===== src/common/sfr_map_pkg.sv =====
package sfr_map_pkg;

    typedef enum logic [4:0] {
        SEL_NONE,
        SEL_INDIRECT,
        SEL_TIMER,
        SEL_PC_LOW,
        SEL_FLAGS,
        SEL_POINTER,
        SEL_PORT_A,
        SEL_PORT_B,
        SEL_PC_LATCH,
        SEL_IRQ_CTRL,
        SEL_PERIPH_FLAGS,
        SEL_COMPARATOR,
        SEL_OPTIONS,
        SEL_DIR_A,
        SEL_DIR_B,
        SEL_PERIPH_EN,
        SEL_RESET_CAUSE,
        SEL_SERIAL_MEM,
        SEL_VREF
    } sfr_sel_t;

    localparam logic [7:0] ADDR_INDIRECT_B0     = 8'h00;
    localparam logic [7:0] ADDR_TIMER           = 8'h01;
    localparam logic [7:0] ADDR_PC_LOW_B0       = 8'h02;
    localparam logic [7:0] ADDR_FLAGS_B0        = 8'h03;
    localparam logic [7:0] ADDR_POINTER_B0      = 8'h04;
    localparam logic [7:0] ADDR_PORT_A          = 8'h05;
    localparam logic [7:0] ADDR_PORT_B          = 8'h06;
    localparam logic [7:0] ADDR_PC_LATCH_B0     = 8'h0a;
    localparam logic [7:0] ADDR_IRQ_CTRL_B0     = 8'h0b;
    localparam logic [7:0] ADDR_PERIPH_FLAGS    = 8'h0c;
    localparam logic [7:0] ADDR_COMPARATOR      = 8'h1f;
    localparam logic [7:0] ADDR_INDIRECT_B1     = 8'h80;
    localparam logic [7:0] ADDR_OPTIONS         = 8'h81;
    localparam logic [7:0] ADDR_PC_LOW_B1       = 8'h82;
    localparam logic [7:0] ADDR_FLAGS_B1        = 8'h83;
    localparam logic [7:0] ADDR_POINTER_B1      = 8'h84;
    localparam logic [7:0] ADDR_DIR_A           = 8'h85;
    localparam logic [7:0] ADDR_DIR_B           = 8'h86;
    localparam logic [7:0] ADDR_PC_LATCH_B1     = 8'h8a;
    localparam logic [7:0] ADDR_IRQ_CTRL_B1     = 8'h8b;
    localparam logic [7:0] ADDR_PERIPH_EN       = 8'h8c;
    localparam logic [7:0] ADDR_RESET_CAUSE     = 8'h8e;
    localparam logic [7:0] ADDR_SERIAL_MEM      = 8'h90;
    localparam logic [7:0] ADDR_VREF            = 8'h9f;

    // core flags bit positions and values
    localparam int         FLAG_C               = 0;
    localparam int         FLAG_DC              = 1;
    localparam int         FLAG_Z               = 2;
    localparam int         FLAG_PD              = 3;
    localparam int         FLAG_TO              = 4;
    localparam logic [7:0] FLAGS_POR            = 8'h18;

    // reset cause register
    localparam int         CAUSE_BROWNOUT       = 0;
    localparam logic [7:0] CAUSE_MASK           = 8'h03;
    localparam logic [7:0] CAUSE_POR            = 8'h00;

    // program counter
    localparam int         PC_WIDTH             = 13;
    localparam int         PC_LATCH_WIDTH       = 5;
    localparam logic [7:0] PC_LOW_POR           = 8'h00;

    // plain storage registers: implemented bits, power-on value, bits kept on other resets
    localparam int PLAIN_COUNT = 13;
    localparam int IDX_POINTER = 1;
    localparam int IDX_IRQ     = 4;
    localparam int IDX_OPTIONS = 7;
    localparam int IDX_DIR_A   = 8;
    localparam int IDX_DIR_B   = 9;
    localparam sfr_sel_t PLAIN_SEL [PLAIN_COUNT] = '{
        SEL_TIMER, SEL_POINTER, SEL_PORT_A, SEL_PORT_B, SEL_IRQ_CTRL, SEL_PERIPH_FLAGS,
        SEL_COMPARATOR, SEL_OPTIONS, SEL_DIR_A, SEL_DIR_B, SEL_PERIPH_EN,
        SEL_SERIAL_MEM, SEL_VREF};
    localparam logic [7:0] PLAIN_MASK [PLAIN_COUNT] = '{
        8'hff, 8'hff, 8'h1f, 8'hff, 8'hff, 8'h40, 8'hcf, 8'hff, 8'h1f, 8'hff, 8'h40,
        8'h07, 8'hef};
    localparam logic [7:0] PLAIN_POR [PLAIN_COUNT] = '{
        8'h00, 8'h00, 8'h00, 8'h00, 8'h00, 8'h00, 8'h00, 8'hff, 8'h1f, 8'hff, 8'h00,
        8'h07, 8'h00};
    localparam logic [7:0] PLAIN_KEEP [PLAIN_COUNT] = '{
        8'hff, 8'hff, 8'h10, 8'hff, 8'h01, 8'h00, 8'h00, 8'h00, 8'h00, 8'h00, 8'h00,
        8'h00, 8'h00};

endpackage


===== src/verilog/core_flags_unit.sv =====
`timescale 1ns/1ns
module core_flags_unit
    import sfr_map_pkg::*;
(
    input  wire logic       sys_clk,
    input  wire logic       rst,
    input  wire logic       soft_rst,
    input  wire logic       wdt_reset_cause,
    input  wire logic       wr_en,
    input  wire logic [7:0] wr_data,
    input  wire logic [2:0] upd_mask,
    input  wire logic       alu_z,
    input  wire logic       alu_dc,
    input  wire logic       alu_c,
    input  wire logic       sub_op,
    input  wire logic       sleep_evt,
    input  wire logic       clrwdt_evt,
    input  wire logic       wdt_timeout_evt,
    output logic      [7:0] flags_q
);

    logic [7:0] flags_d;
    logic [2:0] alu_res;
    logic [2:0] low_src;
    logic [2:0] upper_d;
    logic       to_d;
    logic       pd_d;
    logic       no_evt;

    // subtraction delivers borrows; the stored flags are their inverses
    assign alu_res = {alu_z, sub_op ? ~alu_dc : alu_dc, sub_op ? ~alu_c : alu_c};
    // a flag-updating result blocks the data write to all three result bits
    assign low_src = (wr_en && upd_mask == 3'b000) ? wr_data[2:0] : flags_q[2:0];
    assign upper_d = wr_en ? wr_data[7:5] : flags_q[7:5];
    // outside reset, sleep, clear-watchdog and time-out alone move the two power flags
    assign to_d    = wdt_timeout_evt ? 1'b0 :
                     (sleep_evt | clrwdt_evt) ? 1'b1 : flags_q[FLAG_TO];
    assign pd_d    = sleep_evt ? 1'b0 : clrwdt_evt ? 1'b1 : flags_q[FLAG_PD];
    assign no_evt  = !sleep_evt && !clrwdt_evt && !wdt_timeout_evt;
    assign flags_d = {upper_d, to_d, pd_d,
                      (upd_mask & alu_res) | (~upd_mask & low_src)};

    always_ff @(posedge sys_clk or posedge rst)
    begin
        if (rst)
            flags_q <= FLAGS_POR;
        else if (soft_rst)
            flags_q <= {3'b000, wdt_reset_cause ? 2'b01 : flags_q[4:3], flags_q[2:0]};
        else
            flags_q <= flags_d;
    end
endmodule


===== src/verilog/core_special_register_map.sv =====
`timescale 1ns/1ns
module core_special_register_map
    import sfr_map_pkg::*;
(
    input  wire logic                sys_clk,
    input  wire logic                rst,
    input  wire logic                soft_rst,
    input  wire logic                wdt_reset_cause,
    input  wire logic                brownout_cause,
    input  wire logic [7:0]          rd_addr,
    input  wire logic                wr_en,
    input  wire logic [7:0]          wr_addr,
    input  wire logic [7:0]          wr_data,
    input  wire logic [2:0]          flag_upd_mask,
    input  wire logic                alu_z,
    input  wire logic                alu_dc,
    input  wire logic                alu_c,
    input  wire logic                sub_op,
    input  wire logic                sleep_evt,
    input  wire logic                clrwdt_evt,
    input  wire logic                wdt_timeout_evt,
    input  wire logic                pc_inc,
    output logic      [7:0]          rd_data_q,
    output logic      [7:0]          core_flags,
    output logic      [PC_WIDTH-1:0] program_counter,
    output logic      [7:0]          indirect_pointer,
    output logic      [7:0]          interrupt_control,
    output logic      [7:0]          core_options,
    output logic      [7:0]          port_a_direction,
    output logic      [7:0]          port_b_direction
);

    // mirrored core registers decode to one selector from either bank
    function automatic sfr_sel_t decode_sel(input logic [7:0] a);
        sfr_sel_t s;
        s = SEL_NONE;
        case (a)
            ADDR_INDIRECT_B0, ADDR_INDIRECT_B1: s = SEL_INDIRECT;
            ADDR_PC_LOW_B0,   ADDR_PC_LOW_B1:   s = SEL_PC_LOW;
            ADDR_FLAGS_B0,    ADDR_FLAGS_B1:    s = SEL_FLAGS;
            ADDR_POINTER_B0,  ADDR_POINTER_B1:  s = SEL_POINTER;
            ADDR_PC_LATCH_B0, ADDR_PC_LATCH_B1: s = SEL_PC_LATCH;
            ADDR_IRQ_CTRL_B0, ADDR_IRQ_CTRL_B1: s = SEL_IRQ_CTRL;
            ADDR_TIMER:        s = SEL_TIMER;
            ADDR_PORT_A:       s = SEL_PORT_A;
            ADDR_PORT_B:       s = SEL_PORT_B;
            ADDR_PERIPH_FLAGS: s = SEL_PERIPH_FLAGS;
            ADDR_COMPARATOR:   s = SEL_COMPARATOR;
            ADDR_OPTIONS:      s = SEL_OPTIONS;
            ADDR_DIR_A:        s = SEL_DIR_A;
            ADDR_DIR_B:        s = SEL_DIR_B;
            ADDR_PERIPH_EN:    s = SEL_PERIPH_EN;
            ADDR_RESET_CAUSE:  s = SEL_RESET_CAUSE;
            ADDR_SERIAL_MEM:   s = SEL_SERIAL_MEM;
            ADDR_VREF:         s = SEL_VREF;
            default:           s = SEL_NONE;
        endcase
        return s;
    endfunction

    logic [7:0]                plain_q [PLAIN_COUNT];
    logic [7:0]                cause_q;
    logic [7:0]                cause_soft;
    logic [7:0]                rd_word;
    logic [7:0]                flags_w;
    logic [PC_WIDTH-1:0]       pc_w;
    logic [PC_LATCH_WIDTH-1:0] latch_w;
    sfr_sel_t                  ptr_sel;
    sfr_sel_t                  ind_sel;
    sfr_sel_t                  raw_rd_sel;
    sfr_sel_t                  raw_wr_sel;
    sfr_sel_t                  rd_sel;
    sfr_sel_t                  wr_sel;
    logic                      wr_ok;
    logic                      wr_flags;
    logic                      wr_pc_low;
    logic                      wr_pc_latch;
    logic                      wr_cause;

    // indirect access goes through the pointer; pointing at itself reaches nothing
    assign ptr_sel     = decode_sel(plain_q[IDX_POINTER]);
    assign ind_sel     = (ptr_sel == SEL_INDIRECT) ? SEL_NONE : ptr_sel;
    assign raw_rd_sel  = decode_sel(rd_addr);
    assign raw_wr_sel  = decode_sel(wr_addr);
    assign rd_sel      = (raw_rd_sel == SEL_INDIRECT) ? ind_sel : raw_rd_sel;
    assign wr_sel      = (raw_wr_sel == SEL_INDIRECT) ? ind_sel : raw_wr_sel;

    // a reset in the same cycle wins over an instruction write
    assign wr_ok       = wr_en && !soft_rst;
    assign wr_flags    = wr_ok && (wr_sel == SEL_FLAGS);
    assign wr_pc_low   = wr_ok && (wr_sel == SEL_PC_LOW);
    assign wr_pc_latch = wr_ok && (wr_sel == SEL_PC_LATCH);
    assign wr_cause    = wr_ok && (wr_sel == SEL_RESET_CAUSE);

    core_flags_unit u_flags (
        .sys_clk         (sys_clk),
        .rst             (rst),
        .soft_rst        (soft_rst),
        .wdt_reset_cause (wdt_reset_cause),
        .wr_en           (wr_flags),
        .wr_data         (wr_data),
        .upd_mask        (flag_upd_mask),
        .alu_z           (alu_z),
        .alu_dc          (alu_dc),
        .alu_c           (alu_c),
        .sub_op          (sub_op),
        .sleep_evt       (sleep_evt),
        .clrwdt_evt      (clrwdt_evt),
        .wdt_timeout_evt (wdt_timeout_evt),
        .flags_q         (flags_w)
    );

    program_counter_unit u_pc (
        .sys_clk  (sys_clk),
        .rst      (rst),
        .soft_rst (soft_rst),
        .wr_low   (wr_pc_low),
        .wr_latch (wr_pc_latch),
        .wr_data  (wr_data),
        .pc_inc   (pc_inc),
        .pc_q     (pc_w),
        .latch_q  (latch_w)
    );

    // plain storage: only implemented bits are kept
    for (genvar i = 0; i < PLAIN_COUNT; i++)
    begin : g_plain
        logic       hit;
        logic [7:0] soft_val;
        assign hit      = wr_ok && (wr_sel == PLAIN_SEL[i]);
        assign soft_val = (plain_q[i] & PLAIN_KEEP[i])
                        | (PLAIN_POR[i] & ~PLAIN_KEEP[i]);
        always_ff @(posedge sys_clk or posedge rst)
        begin
            if (rst)
                plain_q[i] <= PLAIN_POR[i];
            else if (soft_rst)
                plain_q[i] <= soft_val;
            else if (hit)
                plain_q[i] <= wr_data & PLAIN_MASK[i];
        end
    end

    // power-on flag survives other resets; brown-out flag clears on a brown-out
    assign cause_soft = {cause_q[7:1],
                         brownout_cause ? 1'b0 : cause_q[CAUSE_BROWNOUT]};

    always_ff @(posedge sys_clk or posedge rst)
    begin
        if (rst)
            cause_q <= CAUSE_POR;
        else if (soft_rst)
            cause_q <= cause_soft;
        else if (wr_cause)
            cause_q <= wr_data & CAUSE_MASK;
    end

    always_comb
    begin
        rd_word = 8'h00;
        for (int i = 0; i < PLAIN_COUNT; i++)
        begin
            if (rd_sel == PLAIN_SEL[i])
                rd_word = plain_q[i];
        end
        case (rd_sel)
            SEL_PC_LOW:      rd_word = pc_w[7:0];
            SEL_FLAGS:       rd_word = flags_w;
            SEL_PC_LATCH:    rd_word = {3'b000, latch_w};
            SEL_RESET_CAUSE: rd_word = cause_q;
            default:         ;
        endcase
    end

    always_ff @(posedge sys_clk or posedge rst)
    begin
        if (rst)
            rd_data_q <= 8'h00;
        else
            rd_data_q <= rd_word;
    end

    always_ff @(posedge sys_clk or posedge rst)
    begin
        if (rst)
            core_flags <= FLAGS_POR;
        else
            core_flags <= flags_w;
    end

    always_ff @(posedge sys_clk or posedge rst)
    begin
        if (rst)
            program_counter <= '0;
        else
            program_counter <= pc_w;
    end

    always_ff @(posedge sys_clk or posedge rst)
    begin
        if (rst)
            indirect_pointer <= PLAIN_POR[IDX_POINTER];
        else
            indirect_pointer <= plain_q[IDX_POINTER];
    end

    always_ff @(posedge sys_clk or posedge rst)
    begin
        if (rst)
            interrupt_control <= PLAIN_POR[IDX_IRQ];
        else
            interrupt_control <= plain_q[IDX_IRQ];
    end

    always_ff @(posedge sys_clk or posedge rst)
    begin
        if (rst)
            core_options <= PLAIN_POR[IDX_OPTIONS];
        else
            core_options <= plain_q[IDX_OPTIONS];
    end

    always_ff @(posedge sys_clk or posedge rst)
    begin
        if (rst)
            port_a_direction <= PLAIN_POR[IDX_DIR_A];
        else
            port_a_direction <= plain_q[IDX_DIR_A];
    end

    always_ff @(posedge sys_clk or posedge rst)
    begin
        if (rst)
            port_b_direction <= PLAIN_POR[IDX_DIR_B];
        else
            port_b_direction <= plain_q[IDX_DIR_B];
    end
endmodule


===== src/verilog/program_counter_unit.sv =====
`timescale 1ns/1ns
module program_counter_unit
    import sfr_map_pkg::*;
(
    input  wire logic                      sys_clk,
    input  wire logic                      rst,
    input  wire logic                      soft_rst,
    input  wire logic                      wr_low,
    input  wire logic                      wr_latch,
    input  wire logic [7:0]                wr_data,
    input  wire logic                      pc_inc,
    output logic      [PC_WIDTH-1:0]       pc_q,
    output logic      [PC_LATCH_WIDTH-1:0] latch_q
);

    logic [PC_WIDTH-1:0] pc_d;

    // the latch reaches the upper bits only when the low byte is written
    assign pc_d = wr_low ? {latch_q, wr_data} : pc_inc ? pc_q + 1'b1 : pc_q;

    always_ff @(posedge sys_clk or posedge rst)
    begin
        if (rst)
        begin
            pc_q    <= '0;
            latch_q <= '0;
        end
        else if (soft_rst)
        begin
            pc_q    <= '0;
            latch_q <= '0;
        end
        else
        begin
            pc_q <= pc_d;
            if (wr_latch)
                latch_q <= wr_data[PC_LATCH_WIDTH-1:0];
        end
    end
endmodule

===== config.mk =====
export PLATFORM = sky130hd
export DESIGN_NAME = core_special_register_map
export DESIGN_NICKNAME = d
export VERILOG_FILES = /design/src/common/sfr_map_pkg.sv /design/src/verilog/core_flags_unit.sv /design/src/verilog/core_special_register_map.sv /design/src/verilog/program_counter_unit.sv
export SDC_FILE = /design/constraint.sdc
export NUM_CORES = 1
export LEC_CHECK = 0
export ABC_AREA = 1
export BUFFER_PORTS_ARGS = -buffer_cell sky130_fd_sc_hd__buf_2
export CORE_MARGIN = 5
export CORE_UTILIZATION = 58
export DETAILED_ROUTE_END_ITERATION = 12
export PLACE_DENSITY = 0.8
export SKIP_CTS_REPAIR_TIMING = 1
export SYNTH_ARGS = -nofsm -noshare
export SYNTH_HDL_FRONTEND = slang
export SYNTH_SLANG_ARGS = --single-unit

===== constraint.sdc =====
create_clock -name sys_clk -period 7.5 [get_ports sys_clk]
set_clock_uncertainty 0.2 [all_clocks]
set_input_delay 0.75 -clock sys_clk [delete_from_list [all_inputs] [get_ports sys_clk]]
set_output_delay 0.75 -clock sys_clk [all_outputs]
set_load 0.01 [all_outputs]

# Yosys cells after proc, flatten, opt, wreduce, memory -nomap -nowiden
# Cells that the tools add are included.
# totals
register_bits,201
# op_classes
n_addsub,1
muxes,58
n_eq_ne,108
n_reduce_logical,67
bitwise,8
# op_table
op,n
"8-bit equality test, second input constant",39
8-bit 2-to-1 mux,34
5-bit case mux with 18 select lines,3
"5-bit by 4-bit equality test with 1-bit output, second input constant",16
"8-bit by 3-bit equality test with 1-bit output, second input constant",9
"8-bit by 4-bit equality test with 1-bit output, second input constant",9
"8-bit by 2-bit equality test with 1-bit output, second input constant",6
"5-bit by 3-bit equality test with 1-bit output, second input constant",8
13-bit 2-to-1 mux,3
2-bit OR reduction,18
8-bit case mux with 4 select lines,1
"5-bit equality test, second input constant",6
2-bit nonzero test,13
5-bit 2-to-1 mux,5
"8-bit by 1-bit equality test with 1-bit output, second input constant",3
"8-bit by 5-bit equality test with 1-bit output, second input constant",3
8-bit zero test,3
"5-bit by 2-bit equality test with 1-bit output, second input constant",4
1-bit logical AND,19
2-bit AND reduction,9
"5-bit by 1-bit equality test with 1-bit output, second input constant",3
"13-bit by 1-bit adder with 13-bit output, second input constant",1
1-bit 2-to-1 mux,9
3-bit nonzero test,3
10 further kinds,15

# Longest topological paths before layout
# Gate-level depths: netlist of the first run.
# depth
ltp_word,21
mapped_depth,24
depth_no_buf,23

# Modules after synthesis
# A second synthesis of the first run with hierarchy kept.
# unflattened
cells_unflattened,1063
area_unflattened_um2,8525.7
# modules_own_cells
module,area_per_inst_um2,instances,cells_per_inst,seq_area_each_um2
core_special_register_map,6915.4,1,835,3662.3
program_counter_unit,1132.3,1,159,450.4
core_flags_unit,478.0,1,69,202.7

# Least setup slack after synthesis of the first run
# No wires, ideal clock.
# synth_path
kind,in2reg
start,input rd_addr[0]
end,register rd_data_q[0]
path_stages,15
setup_time_ns,0.138
path_buffers,2
setup_slack_ns,4.764
arrival_ns,2.398
required_time_ns,7.162
cell_sequence,buf_2 -> nor2_4 -> nand2_1 -> a21oi_4 -> nand2_1 -> nand2_2 -> nand2_1 -> inv_1 -> nand2_1 -> buf_2 -> or2_1 -> nand2_1 -> nand4_1 -> nand2_1 -> nand4_1
# synth_between
elab_chain_cells,20
# synth_rtl
element,line_no,text
start: declaration,core_special_register_map.sv:10,"input wire logic [7:0] rd_addr,"
8-bit by 4-bit equality test with 1-bit output (tied with other cells),core_special_register_map.sv:37,case (a)
2-bit OR reduction,core_special_register_map.sv:37,
5-bit case mux with 18 select lines (*),core_special_register_map.sv:37,
5-bit by 1-bit equality test with 1-bit output,core_special_register_map.sv:85,assign rd_sel = (raw_rd_sel == SEL_INDIRECT) ? ind_sel : raw_rd_sel;
5-bit 2-to-1 mux (*),core_special_register_map.sv:85,
5-bit by 2-bit equality test with 1-bit output,core_special_register_map.sv:163,if (rd_sel == PLAIN_SEL[i])
8-bit 2-to-1 mux (13 in a row),core_special_register_map.sv:163,
8-bit case mux with 4 select lines (*),core_special_register_map.sv:166,case (rd_sel)
net rd_word[0],core_special_register_map.sv:64,logic [7:0] rd_word;
end signal: assignment,core_special_register_map.sv:180,rd_data_q <= rd_word;
end: declaration,core_special_register_map.sv:23,"output logic [7:0] rd_data_q,"
# Mark *: on every way through the listed nets, which the timed path passes. The rest lies on a longest branch.
# A chain may end at the register's enable or synchronous reset.

# Worst setup path in the final report of the first run
# layout_path
start,register plain_q (netlist bit g_plain[1].soft_val[1])
end,register u_pc.pc_q[11]
# layout_between
elab_chain_cells,10
# layout_rtl
element,line_no,text
start: declaration,core_special_register_map.sv:61,logic [7:0] plain_q [PLAIN_COUNT];
start signal: indexed assignment,core_special_register_map.sv:136,plain_q[i] <= PLAIN_POR[i];
start signal: indexed assignment,core_special_register_map.sv:138,plain_q[i] <= soft_val;
start signal: indexed assignment,core_special_register_map.sv:140,plain_q[i] <= wr_data & PLAIN_MASK[i];
8-bit by 4-bit equality test with 1-bit output (tied with other cells),core_special_register_map.sv:37,
2-bit OR reduction,core_special_register_map.sv:37,
5-bit case mux with 18 select lines (*),core_special_register_map.sv:37,
5-bit by 1-bit equality test with 1-bit output,core_special_register_map.sv:82,assign ind_sel = (ptr_sel == SEL_INDIRECT) ? SEL_NONE : ptr_sel;
5-bit 2-to-1 mux (*),core_special_register_map.sv:82,
5-bit 2-to-1 mux (*),core_special_register_map.sv:86,assign wr_sel = (raw_wr_sel == SEL_INDIRECT) ? ind_sel : raw_wr_sel;
5-bit by 2-bit equality test with 1-bit output (*),core_special_register_map.sv:91,assign wr_pc_low = wr_ok && (wr_sel == SEL_PC_LOW);
1-bit logical AND (*),core_special_register_map.sv:91,
13-bit 2-to-1 mux,program_counter_unit.sv:19,"assign pc_d = wr_low ? {latch_q, wr_data} : pc_inc ? pc_q + 1'b1 : pc_q;"
13-bit 2-to-1 mux,program_counter_unit.sv:28,else if (soft_rst)
end signal: assignment,program_counter_unit.sv:35,pc_q <= pc_d;
end: declaration,program_counter_unit.sv:12,"output logic [PC_WIDTH-1:0] pc_q,"
# Mark *: on every way between the ends. The rest lies on a longest branch, timed or not.

==> out/metrics.cfg, run 1 <==
[synth]
yosysUniqueCellTypes = 50
synthTopCellsByArea = dfrtp_1 36%, dfstp_2 15%, nand2_1 11%
async_flop_share = 1.00
synth_area_sq_um = 8320
synth-adder-area-share = 0.00150
synth_ff_type = dfrtp_1
synth_xor_area_frac = 0.0105
syn_area_per_cell_sq_um = 8.23
synth.top_cell.area_share = 0.364
synth_cells = 1010
ys_warn_count = 0
yosysSeqAreaShare = 0.519
synth_top_family_by_area = simple AND/OR/NAND/NOR gates
synth-edff-count = 0
synth_compound_area_frac = 0.123
synthMuxAreaShare = 0.00481
synth-simple-area-share = 0.269
ys_seq_elements = 170
synth_top_area_cell = dfrtp_1

[cts]
cts_tree = yes
clock_sink_count = 170
ctsRootBufferMaster = clkbuf_16
clk_pin_slew_ps = 70
cts_made_buffers = 17
cts_buffer_depth = 2
h-tree-depth = 4
clock_latency_ps = 430

[floorplan]
num_io_pins = 110
start_util = 0.594
core-area_sq_um = 14000
fp.dieH_um = 130
dieArea_sq_um = 16800
std_cell_rows = 43
die_w_um = 130

[power_and_ir_drop]
pwr-share-clk = 0.424
switching_share = 0.255
power_density_nw_per_um2 = 217
power.leakage_nw = 4.75
intPower_mw = 1.55
seqPwrFrac = 0.488
combinationalPowerShare = 0.088
p_sw_mw = 0.529
vdd_ir_drop_max_v = 0.000221

[sta]
maxSlewViolCount = 0
rsz0062_at_grt = false
post-route-period-util = 0.422
max-slew-margin-rel = 0.387
hold_ws_ps = 167
max_slew.worst_pin.slew_ps = 920
final_hold_viol_count = 0
clock.fmax_ghz = 0.316
setup_violations = 0
fin_tns_setup_ps = 0
fin_crit_ps = 3160

[drt]
drt_pre_antenna_iters = 6
drc = 0
vias = 7331
drt-initial-drc-count = 769
ant_nets = 0
via_per_inst = 5.60
wl_per_cell_um = 17.1
drt_wl_total_mm = 22.4

[final_layout]
final_nets = 1157
fin_util = 0.684
design_area_sq_um = 9560
antennaDiodeCount = 0
drive_above_1_share = 0.241
area_delta_synth_final_pct = 15.0

[min_path]
min_from = u_flags.flags_q[4]$_DFFE_PP1P_
min_to = core_flags[4]$_DFF_PP1_
hold_path_depth = 0
hold_class = reg -> reg

[critical_path]
r2r_setup_slack_ps = 4340
reg2reg_from = g_plain[1].soft_val[1]$_DFFE_PP0P_
critical_path.startpoint_type = flip-flop
cp_max_fo = 25
crit_arrival_ps = 3310
reg2reg_depth = 14
r2r_end = u_pc.pc_q[11]$_DFFE_PP0P_
cp_data_required_time_ps = 7650
cp-end-kind = flip-flop
path_class = reg -> reg

[grt]
grt_pass1_vias = 6908
grt_antenna_before_repair = 0
grt_start_max_net_pins = 98
gr-total-overflow = 0
grt_usage = 0.275
grt_pass1_wl_mm = 35.6

[placed_design]
routabilityCongestion = 0.974
portBuffers = 106
dp_hpwl_mm = 16.2
dpl_cell_area_sq_um = 8970

[flow_run]
cap_viol_max_count = 0

[run_status]
status = finished, final reports clean

==> layout make-up <==
type,instances,area [sq um]
clock inverters,12,139
clock buffers,20,457
multi-input cells,695,3410
well taps,180,225
fillers,1139,4430
inverters,123,467
flip-flops and latches,170,4320
repair buffers,108,546
==> worst max path at each step <==
stage          cells after the start                        end                                from  slack [ps]
2_1_floorplan                      1     cause_q[0]$_DFFE_PP0P_                                 rst        2030
5_1_grt                           15  u_pc.pc_q[11]$_DFFE_PP0P_  g_plain[1].soft_val[6]$_DFFE_PP0P_        4080
3_5_place_dp                      14  u_pc.pc_q[11]$_DFFE_PP0P_                          wr_addr[5]        4030
6_report                          14  u_pc.pc_q[11]$_DFFE_PP0P_  g_plain[1].soft_val[1]$_DFFE_PP0P_        4340
4_1_cts                           14  u_pc.pc_q[11]$_DFFE_PP0P_  g_plain[1].soft_val[1]$_DFFE_PP0P_        4350
3_3_place_gp                      14  u_pc.pc_q[11]$_DFFE_PP0P_                          wr_addr[5]        4130
==> cells in the final DEF, fill, tap and decap left out, types with 3 or more instances in the layout <==
cell type,synthesis,routed
a21oi_1,48,48
a21oi_2,3,3
a21oi_4,3,3
a31oi_1,5,5
buf_2,13,106
clkbuf_16,0,17
clkinvlp_4,0,3
conb_1,1,3
dfrtp_1,121,121
dfstp_2,49,49
inv_1,102,101
inv_2,21,21
inv_6,0,3
mux2i_1,4,4
nand2_1,243,243
nand2_2,18,18
nand3_1,54,54
nand3_2,4,4
nand4_1,17,17
nor2_1,116,116
nor2_2,16,16
nor2_4,4,4
nor3_1,11,11
o21ai_0,35,35
o21ai_1,41,41
o22ai_1,23,23
or2_1,3,3
or2_2,6,6
xor2_1,10,10
==> per-layer routing <==
layer	routed length, um	part of all wire	vias up	track usage
met2	10100	0.45	378	0.417
met1	9790	0.44	3430	0.392
li1	-	-	3473	-
met4	456	0.020	0	0.0911
met3	2070	0.092	50	0.0667
met5	0	0	-	0
==> sequential cells by signal (all words and copies together) (netlist names), 13 cells and up <==
signal / count
g_plain.soft_val: 26
plain_q: 50
u_pc.pc_q: 13
program_counter: 13
==> synth_stat cells (5+ instances only) <==
| master | count |
|---|---|
| nor2_2 | 16 |
| nor3_1 | 11 |
| o21ai_1 | 41 |
| o22ai_1 | 23 |
| nand2_2 | 18 |
| or2_2 | 6 |
| buf_2 | 13 |
| nand3_1 | 54 |
| a21oi_1 | 48 |
| dfrtp_1 | 121 |
| dfstp_2 | 49 |
| nand2_1 | 243 |
| nand4_1 | 17 |
| nor2_1 | 116 |
| o21ai_0 | 35 |
| inv_2 | 21 |
| buf_4 | 7 |
| a31oi_1 | 5 |
| xor2_1 | 10 |
| inv_1 | 102 |
==> stage by stage <==
| stage | worst slack [ps] | cells | total power, mW |
|---|---|---|---|
| after floorplan | 2030 | 1012 | 1.13 |
| after global placement | 4130 | 1276 | 1.20 |
| after detailed placement | 4030 | 1276 | 1.21 |
| after CTS | 4350 | 1308 | 2.08 |
| after global routing | 4080 | 1308 | 2.15 |
| final | 4340 | 1308 | 2.08 |
==> power by group through the flow <==
| stage | registers (mW) | clock network (mW) | logic, mW |
|---|---|---|---|
| after global routing | 1.02 | 0.929 | 0.204 |
| after CTS | 1.01 | 0.885 | 0.182 |
| after detailed placement | 1.03 | 0 | 0.180 |
| after floorplan | 1.03 | 0 | 0.108 |
| final | 1.01 | 0.881 | 0.182 |
| after global placement | 1.03 | 0 | 0.178 |
==> cell families after synthesis <==
kind of cell | Yosys count
buffers and inverters | 147
DFF | 170
muxes | 4
other | 1
and+or+nand+nor | 502
adders and majority gates | 1
xor gates and xnor gates | 10
AOI/OAI and AO/OA | 175
==> critical path: stages (launching register included) <==
cell     delay (ps)
dfrtp_1         570
inv_1           100
nand2_1         130
nor2_2           60
nor2_1           90
nand2_1         100
nand2_2          90
nand2_2          80
nand2_1          80
nand4_1         210
nor2_2          260
nand3_4         290
nand2_2         330
nand2_2         240
o21ai_0         230
Power figures use the tool's default switching activity.
==> run 2, diff against run 1 <==
--- a/config.mk
+++ b/config.mk
@@ -8,9 +8,9 @@
 export ABC_AREA = 1
 export BUFFER_PORTS_ARGS = -buffer_cell sky130_fd_sc_hd__buf_2
 export CORE_MARGIN = 5
-export CORE_UTILIZATION = 58
+export CORE_UTILIZATION = 52
 export DETAILED_ROUTE_END_ITERATION = 12
-export PLACE_DENSITY = 0.8
+export PLACE_DENSITY = 0.76
 export SKIP_CTS_REPAIR_TIMING = 1
 export SYNTH_ARGS = -nofsm -noshare
 export SYNTH_HDL_FRONTEND = slang
==> constraint.sdc (replaced) <==
create_clock -name sys_clk -period 2.9 [get_ports sys_clk]
set_clock_uncertainty 0.2 [all_clocks]
set_input_delay 0.29 -clock sys_clk [delete_from_list [all_inputs] [get_ports sys_clk]]
set_output_delay 0.29 -clock sys_clk [all_outputs]
set_load 0.01 [all_outputs]
==> out/metrics.cfg, run 2 (synthesis gave the netlist of run 1 again) <==
[cts]
clock_latency_ps = 440  ; about the same
clock_sink_count = 170  ; unchanged
h-tree-depth = 4  ; unchanged
cts_tree = yes
cts_buffer_depth = 2  ; unchanged
clk_pin_slew_ps = 70  ; about the same
cts_made_buffers = 17  ; unchanged
ctsRootBufferMaster = clkbuf_16

[drt]
wl_per_cell_um = 16.4  ; -4.6%
drt-initial-drc-count = 915  ; +19%
drc = 0  ; unchanged
vias = 7414  ; +1.1%
drt_pre_antenna_iters = 6  ; unchanged
drt_wl_total_mm = 22.8  ; +1.4%
ant_nets = 0  ; unchanged
via_per_inst = 5.33  ; -4.9%

[placed_design]
dp.cells = 1342  ; +5.2%
portBuffers = 106  ; unchanged
dp_hpwl_mm = 16.6  ; +2.1%
place_ws_ps = 52.2  ; -3980 ps
dpl_cell_area_sq_um = 9260  ; +3.3%
routabilityCongestion = 0.944  ; -3.1%

[power_and_ir_drop]
seqPwrFrac = 0.489  ; about the same
power.leakage_nw = 5.02  ; +5.8%
vdd_ir_drop_max_v = 0.000410  ; +85%
combinationalPowerShare = 0.095  ; +0.007
p_sw_mw = 1.48  ; +180%
pwr-share-clk = 0.416  ; -0.008
switching_share = 0.275  ; +0.0209
intPower_mw = 3.88  ; +150%
power_density_nw_per_um2 = 530  ; +140%

[grt]
grt_usage = 0.247  ; -0.0283
grt_antenna_before_repair = 0  ; unchanged
grt_pass1_wl_mm = 35.4  ; -0.68%
grt_pass1_vias = 6805  ; -1.5%
gr-total-overflow = 0  ; unchanged
grt_start_max_net_pins = 95  ; -3.1%

[floorplan]
fp.dieH_um = 136  ; +5.2%
start_util = 0.527  ; -0.0672
num_io_pins = 110  ; unchanged
core-area_sq_um = 15800  ; +13%
std_cell_rows = 46  ; +7.0%
die_w_um = 136  ; +5.2%
dieArea_sq_um = 18600  ; +11%

[critical_path]
r2r_setup_slack_ps = 110  ; -4220 ps
reg2reg_from = g_plain[1].soft_val[0]$_DFFE_PP0P_
crit_chain = inv_4 > nand2_4 > nor2_4 > buf_4 > a21oi_2 > nand3_2 > nand2_1 > nand2_2 > inv_2 > nand2_4 > buf_4 > nor2_8 > inv_4 > o21ai_2 > nand2_1 > o21bai_1 > nand2_1 > nand2_1 > nand2_1 > nand2_1 > nand3_1
crit_family = simple AND/OR/NAND/NOR gates
critical-path-max-stage-delay_ps = 480  ; -90 ps
critical_path.startpoint_type = flip-flop
crit_path_top_delay_cell = dfrtp_2
r2r_end = rd_data_q[6]$_DFF_PP0_
cpMostUsedCell = nand2_1
crit_arrival_ps = 2910  ; -400 ps
reg2reg_depth = 21  ; +7
cp.buffers_inverters = 5  ; +4
cp-end-kind = flip-flop
path_class = reg -> reg
cp_max_fo = 7  ; -72%
cp_data_required_time_ps = 3020  ; -4630 ps

[final_layout]
area_delta_synth_final_pct = 21.5
final_cell_count_no_fill = 1391  ; +6.3%
antennaDiodeCount = 0  ; unchanged
mostFrequentLayoutCells = 234 x nand2_1, 117 x dfrtp_1, 109 x nor2_1, 106 x buf_2, 99 x inv_1
final_common_cell = nand2_1
final_nets = 1204  ; +4.1%
fin_util = 0.641  ; -0.0426
drive_above_1_share = 0.289  ; +0.0482
largest_register_ffs = 50  ; unchanged
top_register = plain_q
design_area_sq_um = 10100  ; +5.7%

[sta]
max_slew.worst_pin.slew_ps = 517  ; -403 ps
setup_violations = 0  ; unchanged
maxSlewViolCount = 0  ; unchanged
rsz0062_at_grt = true
clock.fmax_ghz = 0.359  ; +14%
post-route-period-util = 0.960  ; +0.539
max-slew-margin-rel = 0.655  ; +0.268
fin_crit_ps = 2790  ; -379 ps
worst_slack_ps = 115  ; -4220 ps
hold_ws_ps = -18.0  ; -185 ps
final_hold_viol_count = 7  ; +7

[min_path]
min_from = brownout_cause
hold_class = in -> reg
min_to = cause_q[0]$_DFFE_PP0P_
hold_path_depth = 4  ; +4

[run_status]
violations = hold timing
status = finished, violations left

[flow_run]
cap_viol_max_count = 0  ; unchanged

-- run 2: cell count changes in the layout (fill, tap and decap cells not counted), sizes merged --
cell and delta:
buf +43, inv +6, dlygate4sd3 +4, bufinv -2
clkbuf -2, clkinvlp -2
-- run 2: cell type report --
type	count	area (sq um)
fillers	1337	5660
flip-flops and latches	170	4320
multi-input cells	695	3520
repair buffers	155	937
inverters	123	473
clock buffers	18	439
well taps	216	270
clock inverters	14	149
-- run 2: stage by stage --
stage	setup TNS (ps)	total power, mW
2_1_floorplan	0	2.94
3_3_place_gp	0	3.13
3_5_place_dp	0	3.14
4_1_cts	0	5.36
5_1_grt	-133	5.55
6_report	0	5.36
-- run 2: worst register-to-register path: stages (launching register included) --
cell and delay, ps:
dfrtp_2 480, inv_4 80, nand2_4 90, nor2_4 50, buf_4 130, a21oi_2 140
nand3_2 100, nand2_1 80, nand2_2 90, inv_2 90, nand2_4 50, buf_4 150
nor2_8 110, inv_4 60, o21ai_2 160, nand2_1 80, o21bai_1 210, nand2_1 80
nand2_1 70, nand2_1 50, nand2_1 60, nand3_1 70
-- run 2: worst max-delay path by stage --
stage | slack, ps | end | cells past startpoint | from
final | 110 | rd_data_q[6]$_DFF_PP0_ | 21 | g_plain[1].soft_val[0]$_DFFE_PP0P_
after global routing | -60 | rd_data_q[2]$_DFF_PP0_ | 21 | g_plain[1].soft_val[0]$_DFFE_PP0P_
after CTS | 80 | rd_data_q[2]$_DFF_PP0_ | 21 | g_plain[1].soft_val[6]$_DFFE_PP0P_
after detailed placement | 50 | rd_data_q[6]$_DFF_PP0_ | 18 | rd_addr[5]
after global placement | 80 | rd_data_q[2]$_DFF_PP0_ | 19 | rd_addr[0]
after floorplan | 280 | cause_q[0]$_DFFE_PP0P_ | 1 | rst
-- run 2: layer usage --
layer,GRT usage,vias to the layer above,part of all wire
met5,0,-,0
met4,0.0801,0,0.026
met3,0.0551,54,0.078
met2,0.367,352,0.45
met1,0.359,3410,0.45
li1,-,3598,-
-- run 2: power groups by stage --
stage	Sequential (mW)	Clock, mW	Combinational [mW]
5_1_grt	2.63	2.36	0.564
3_3_place_gp	2.65	0	0.479
3_5_place_dp	2.65	0	0.487
6_report	2.62	2.23	0.508
2_1_floorplan	2.66	0	0.280
4_1_cts	2.62	2.26	0.489
==> run 3, diff against run 2 <==
--- a/config.mk
+++ b/config.mk
@@ -6,11 +6,10 @@
 export NUM_CORES = 1
 export LEC_CHECK = 0
 export ABC_AREA = 1
-export BUFFER_PORTS_ARGS = -buffer_cell sky130_fd_sc_hd__buf_2
+export BUFFER_PORTS_ARGS = -buffer_cell sky130_fd_sc_hd__clkbuf_2
 export CORE_MARGIN = 5
-export CORE_UTILIZATION = 52
+export CORE_UTILIZATION = 40
 export DETAILED_ROUTE_END_ITERATION = 12
-export PLACE_DENSITY = 0.76
 export SKIP_CTS_REPAIR_TIMING = 1
 export SYNTH_ARGS = -nofsm -noshare
 export SYNTH_HDL_FRONTEND = slang
==> out/metrics.cfg, run 3 (synthesis gave the netlist of run 1 again) <==
[run_status]
status = finished, violations left
violations = hold timing

[critical_path]
crit_cells = 21  ; unchanged
cp_max_fo = 6  ; -1
critical_path.startpoint_type = flip-flop
crit_family = simple AND/OR/NAND/NOR gates
crit_path_top_delay_cell = dfrtp_1
crit_start = g_plain[1].soft_val[4]$_DFFE_PP0P_
crit_chain = buf_6 > nor2_4 > nand2_2 > nor2_2 > nand2_1 > nand2_1 > nor2_1 > nand2_1 > nand2_2 > a21oi_4 > nand2_4 > nor2_8 > inv_4 > o21ai_2 > nand2_1 > o21bai_2 > nand2_1 > nand2_1 > nand2_1 > nand2_2 > nand3_2
crit_arrival_ps = 2900  ; about the same
cp.buffers_inverters = 2  ; -3
critical-path-max-stage-delay_ps = 430  ; -50 ps
reg2reg_depth = 21  ; unchanged
cpMostUsedCell = nand2_1
path_class = reg -> reg
cp_data_required_time_ps = 3010  ; about the same
r2r_setup_slack_ps = 110  ; about the same
r2r_end = rd_data_q[6]$_DFF_PP0_
cp-end-kind = flip-flop
reg2reg_from = g_plain[1].soft_val[4]$_DFFE_PP0P_

[cts]
h-tree-depth = 4  ; unchanged
clock_sink_count = 170  ; unchanged
clock_latency_ps = 430  ; about the same
ctsRootBufferMaster = clkbuf_16
cts_tree = yes
clk_pin_slew_ps = 70  ; about the same
cts_made_buffers = 17  ; unchanged
cts_buffer_depth = 2  ; unchanged

[drt]
drt-met1-wl_mm = 11.2  ; +8.8%
vias = 7297  ; -1.6%
drc = 0  ; unchanged
wl_per_cell_um = 16.9  ; +3.1%
route.met3.wl_mm = 1.89  ; +6.2%
drt_pre_antenna_iters = 5  ; -1
via_per_inst = 5.07  ; -4.9%
ant_nets = 0  ; unchanged
top_layer_used = met4
drt_wl_total_mm = 24.3  ; +6.7%
routed-wl-met2_mm = 10.8  ; +6.9%
drt-initial-drc-count = 567  ; -38%

[power_and_ir_drop]
switching_share = 0.254  ; -0.0213
total_power_mw = 5.59  ; +4.5%
pwr-share-clk = 0.439  ; +0.023
combinationalPowerShare = 0.092  ; -0.003
power.leakage_nw = 5.01  ; -0.32%
seqPwrFrac = 0.468  ; -0.021
p_sw_mw = 1.42  ; -3.6%
vdd_ir_drop_max_v = 0.000457  ; +12%
power_density_nw_per_um2 = 546  ; +3.1%
intPower_mw = 4.17  ; +7.5%

[sta]
setup_violations = 0  ; unchanged
fin_crit_ps = 2790  ; +1.66 ps
hold_ws_ps = -27.0  ; -8.98 ps
rsz0062_at_grt = true
max_slew.worst_pin.slew_ps = 523  ; +6.16 ps
clock.fmax_ghz = 0.359  ; about the same
max-slew-margin-rel = 0.651  ; -0.00327
maxSlewViolCount = 0  ; unchanged
post-route-period-util = 0.961  ; about the same
final_hold_viol_count = 3  ; -4

[floorplan]
die_w_um = 154  ; +13%
num_io_pins = 110  ; unchanged
std_cell_rows = 52  ; +13%
start_util = 0.408  ; -0.119
fp.dieH_um = 154  ; +13%
core-area_sq_um = 20400  ; +29%
dieArea_sq_um = 23800  ; +28%

[flow_run]
cap_viol_max_count = 0  ; unchanged

[final_layout]
fin_util = 0.503  ; -0.138
top_register = plain_q
largest_register_ffs = 50  ; unchanged
antennaDiodeCount = 0  ; unchanged
mostFrequentLayoutCells = 231 x nand2_1, 116 x dfrtp_1, 106 x clkbuf_2, 105 x nor2_1, 95 x inv_1
design_area_sq_um = 10200  ; +1.3%
final_common_cell = nand2_1
final_cell_count_no_fill = 1440  ; +3.5%
drive_above_1_share = 0.300  ; +0.0106
area_delta_synth_final_pct = 23.1
final_nets = 1199  ; -0.42%

[placed_design]
portBuffers = 106  ; unchanged
dp_hpwl_mm = 18.1  ; +9.3%
dp.cells = 1390  ; +3.6%
routabilityCongestion = 0.901  ; -4.6%
dpl_cell_area_sq_um = 9280  ; +0.24%

[grt]
grt_start_max_net_pins = 99  ; +4.2%
grt_pass1_wl_mm = 38.4  ; +8.6%
gr-total-overflow = 0  ; unchanged
grt_pass1_vias = 6985  ; +2.6%
grt_antenna_before_repair = 0  ; unchanged
grt_usage = 0.204  ; -0.0426

[min_path]
min_to = plain_q[46]$_DFFE_PP1P_
min_from = wr_data[6]
hold_class = in -> reg
hold_path_depth = 3  ; -1

[run 3: changes by cell type in the layout (fill, tap and decap cells not counted), sizes merged]
| cell | previous run | this run |
|---|---|---|
| dlygate4sd3 | 4 | 5 |
| clkinvlp | 1 | 5 |
| bufinv | 0 | 4 |
| clkbuf | 18 | 123 |
| clkinv | 4 | 1 |
| buf | 151 | 39 |
| inv | 132 | 128 |
[run 3: power groups by stage]
| stage | Clock (mW) | Sequential, mW | Combinational, mW |
|---|---|---|---|
| finish | 2.46 | 2.62 | 0.516 |
| global route | 2.60 | 2.64 | 0.580 |
| CTS | 2.50 | 2.62 | 0.494 |
| detailed placement | 0 | 2.66 | 0.491 |
| global placement | 0 | 2.66 | 0.487 |
| floorplan | 0 | 2.66 | 0.280 |
[run 3: worst max-delay path by stage]
| stage | slack, ps | endpoint |
|---|---|---|
| after global routing | -40 | rd_data_q[6]$_DFF_PP0_ |
| after global placement | 70 | rd_data_q[4]$_DFF_PP0_ |
| after CTS | 40 | rd_data_q[6]$_DFF_PP0_ |
| after floorplan | 280 | cause_q[0]$_DFFE_PP0P_ |
| final | 110 | rd_data_q[6]$_DFF_PP0_ |
| after detailed placement | 60 | rd_data_q[6]$_DFF_PP0_ |
[run 3: layer usage]
metal  vias up  GRT usage
li1       3573          -
met1      3468      0.296
met2       229      0.305
met3        27     0.0556
met4         0     0.0509
met5         -          0
[run 3: worst min-delay path, stage by stage]
cell      delay, ps
clkbuf_2         90
nor2_1           60
a21oi_1         120
[run 3: area by class of cell]
class / count / area (sq um)
timing repair buffer: 150 / 910
inverter: 123 / 470
multi-input combinational: 695 / 3560
clock buffer: 17 / 425
fill: 1946 / 10100
clock inverter: 15 / 213
tap: 270 / 338
sequential: 170 / 4320
[run 3: per-stage QoR]
step | TNS (ps) | setup WS (ps) | hold WS [ps]
finish | 0 | 113 | -27.0
CTS | 0 | 35.5 | -201
global placement | 0 | 73.8 | 155
global route | -53.1 | -37.7 | 5.77
detailed placement | 0 | 55.6 | 158
floorplan | 0 | 281 | 149
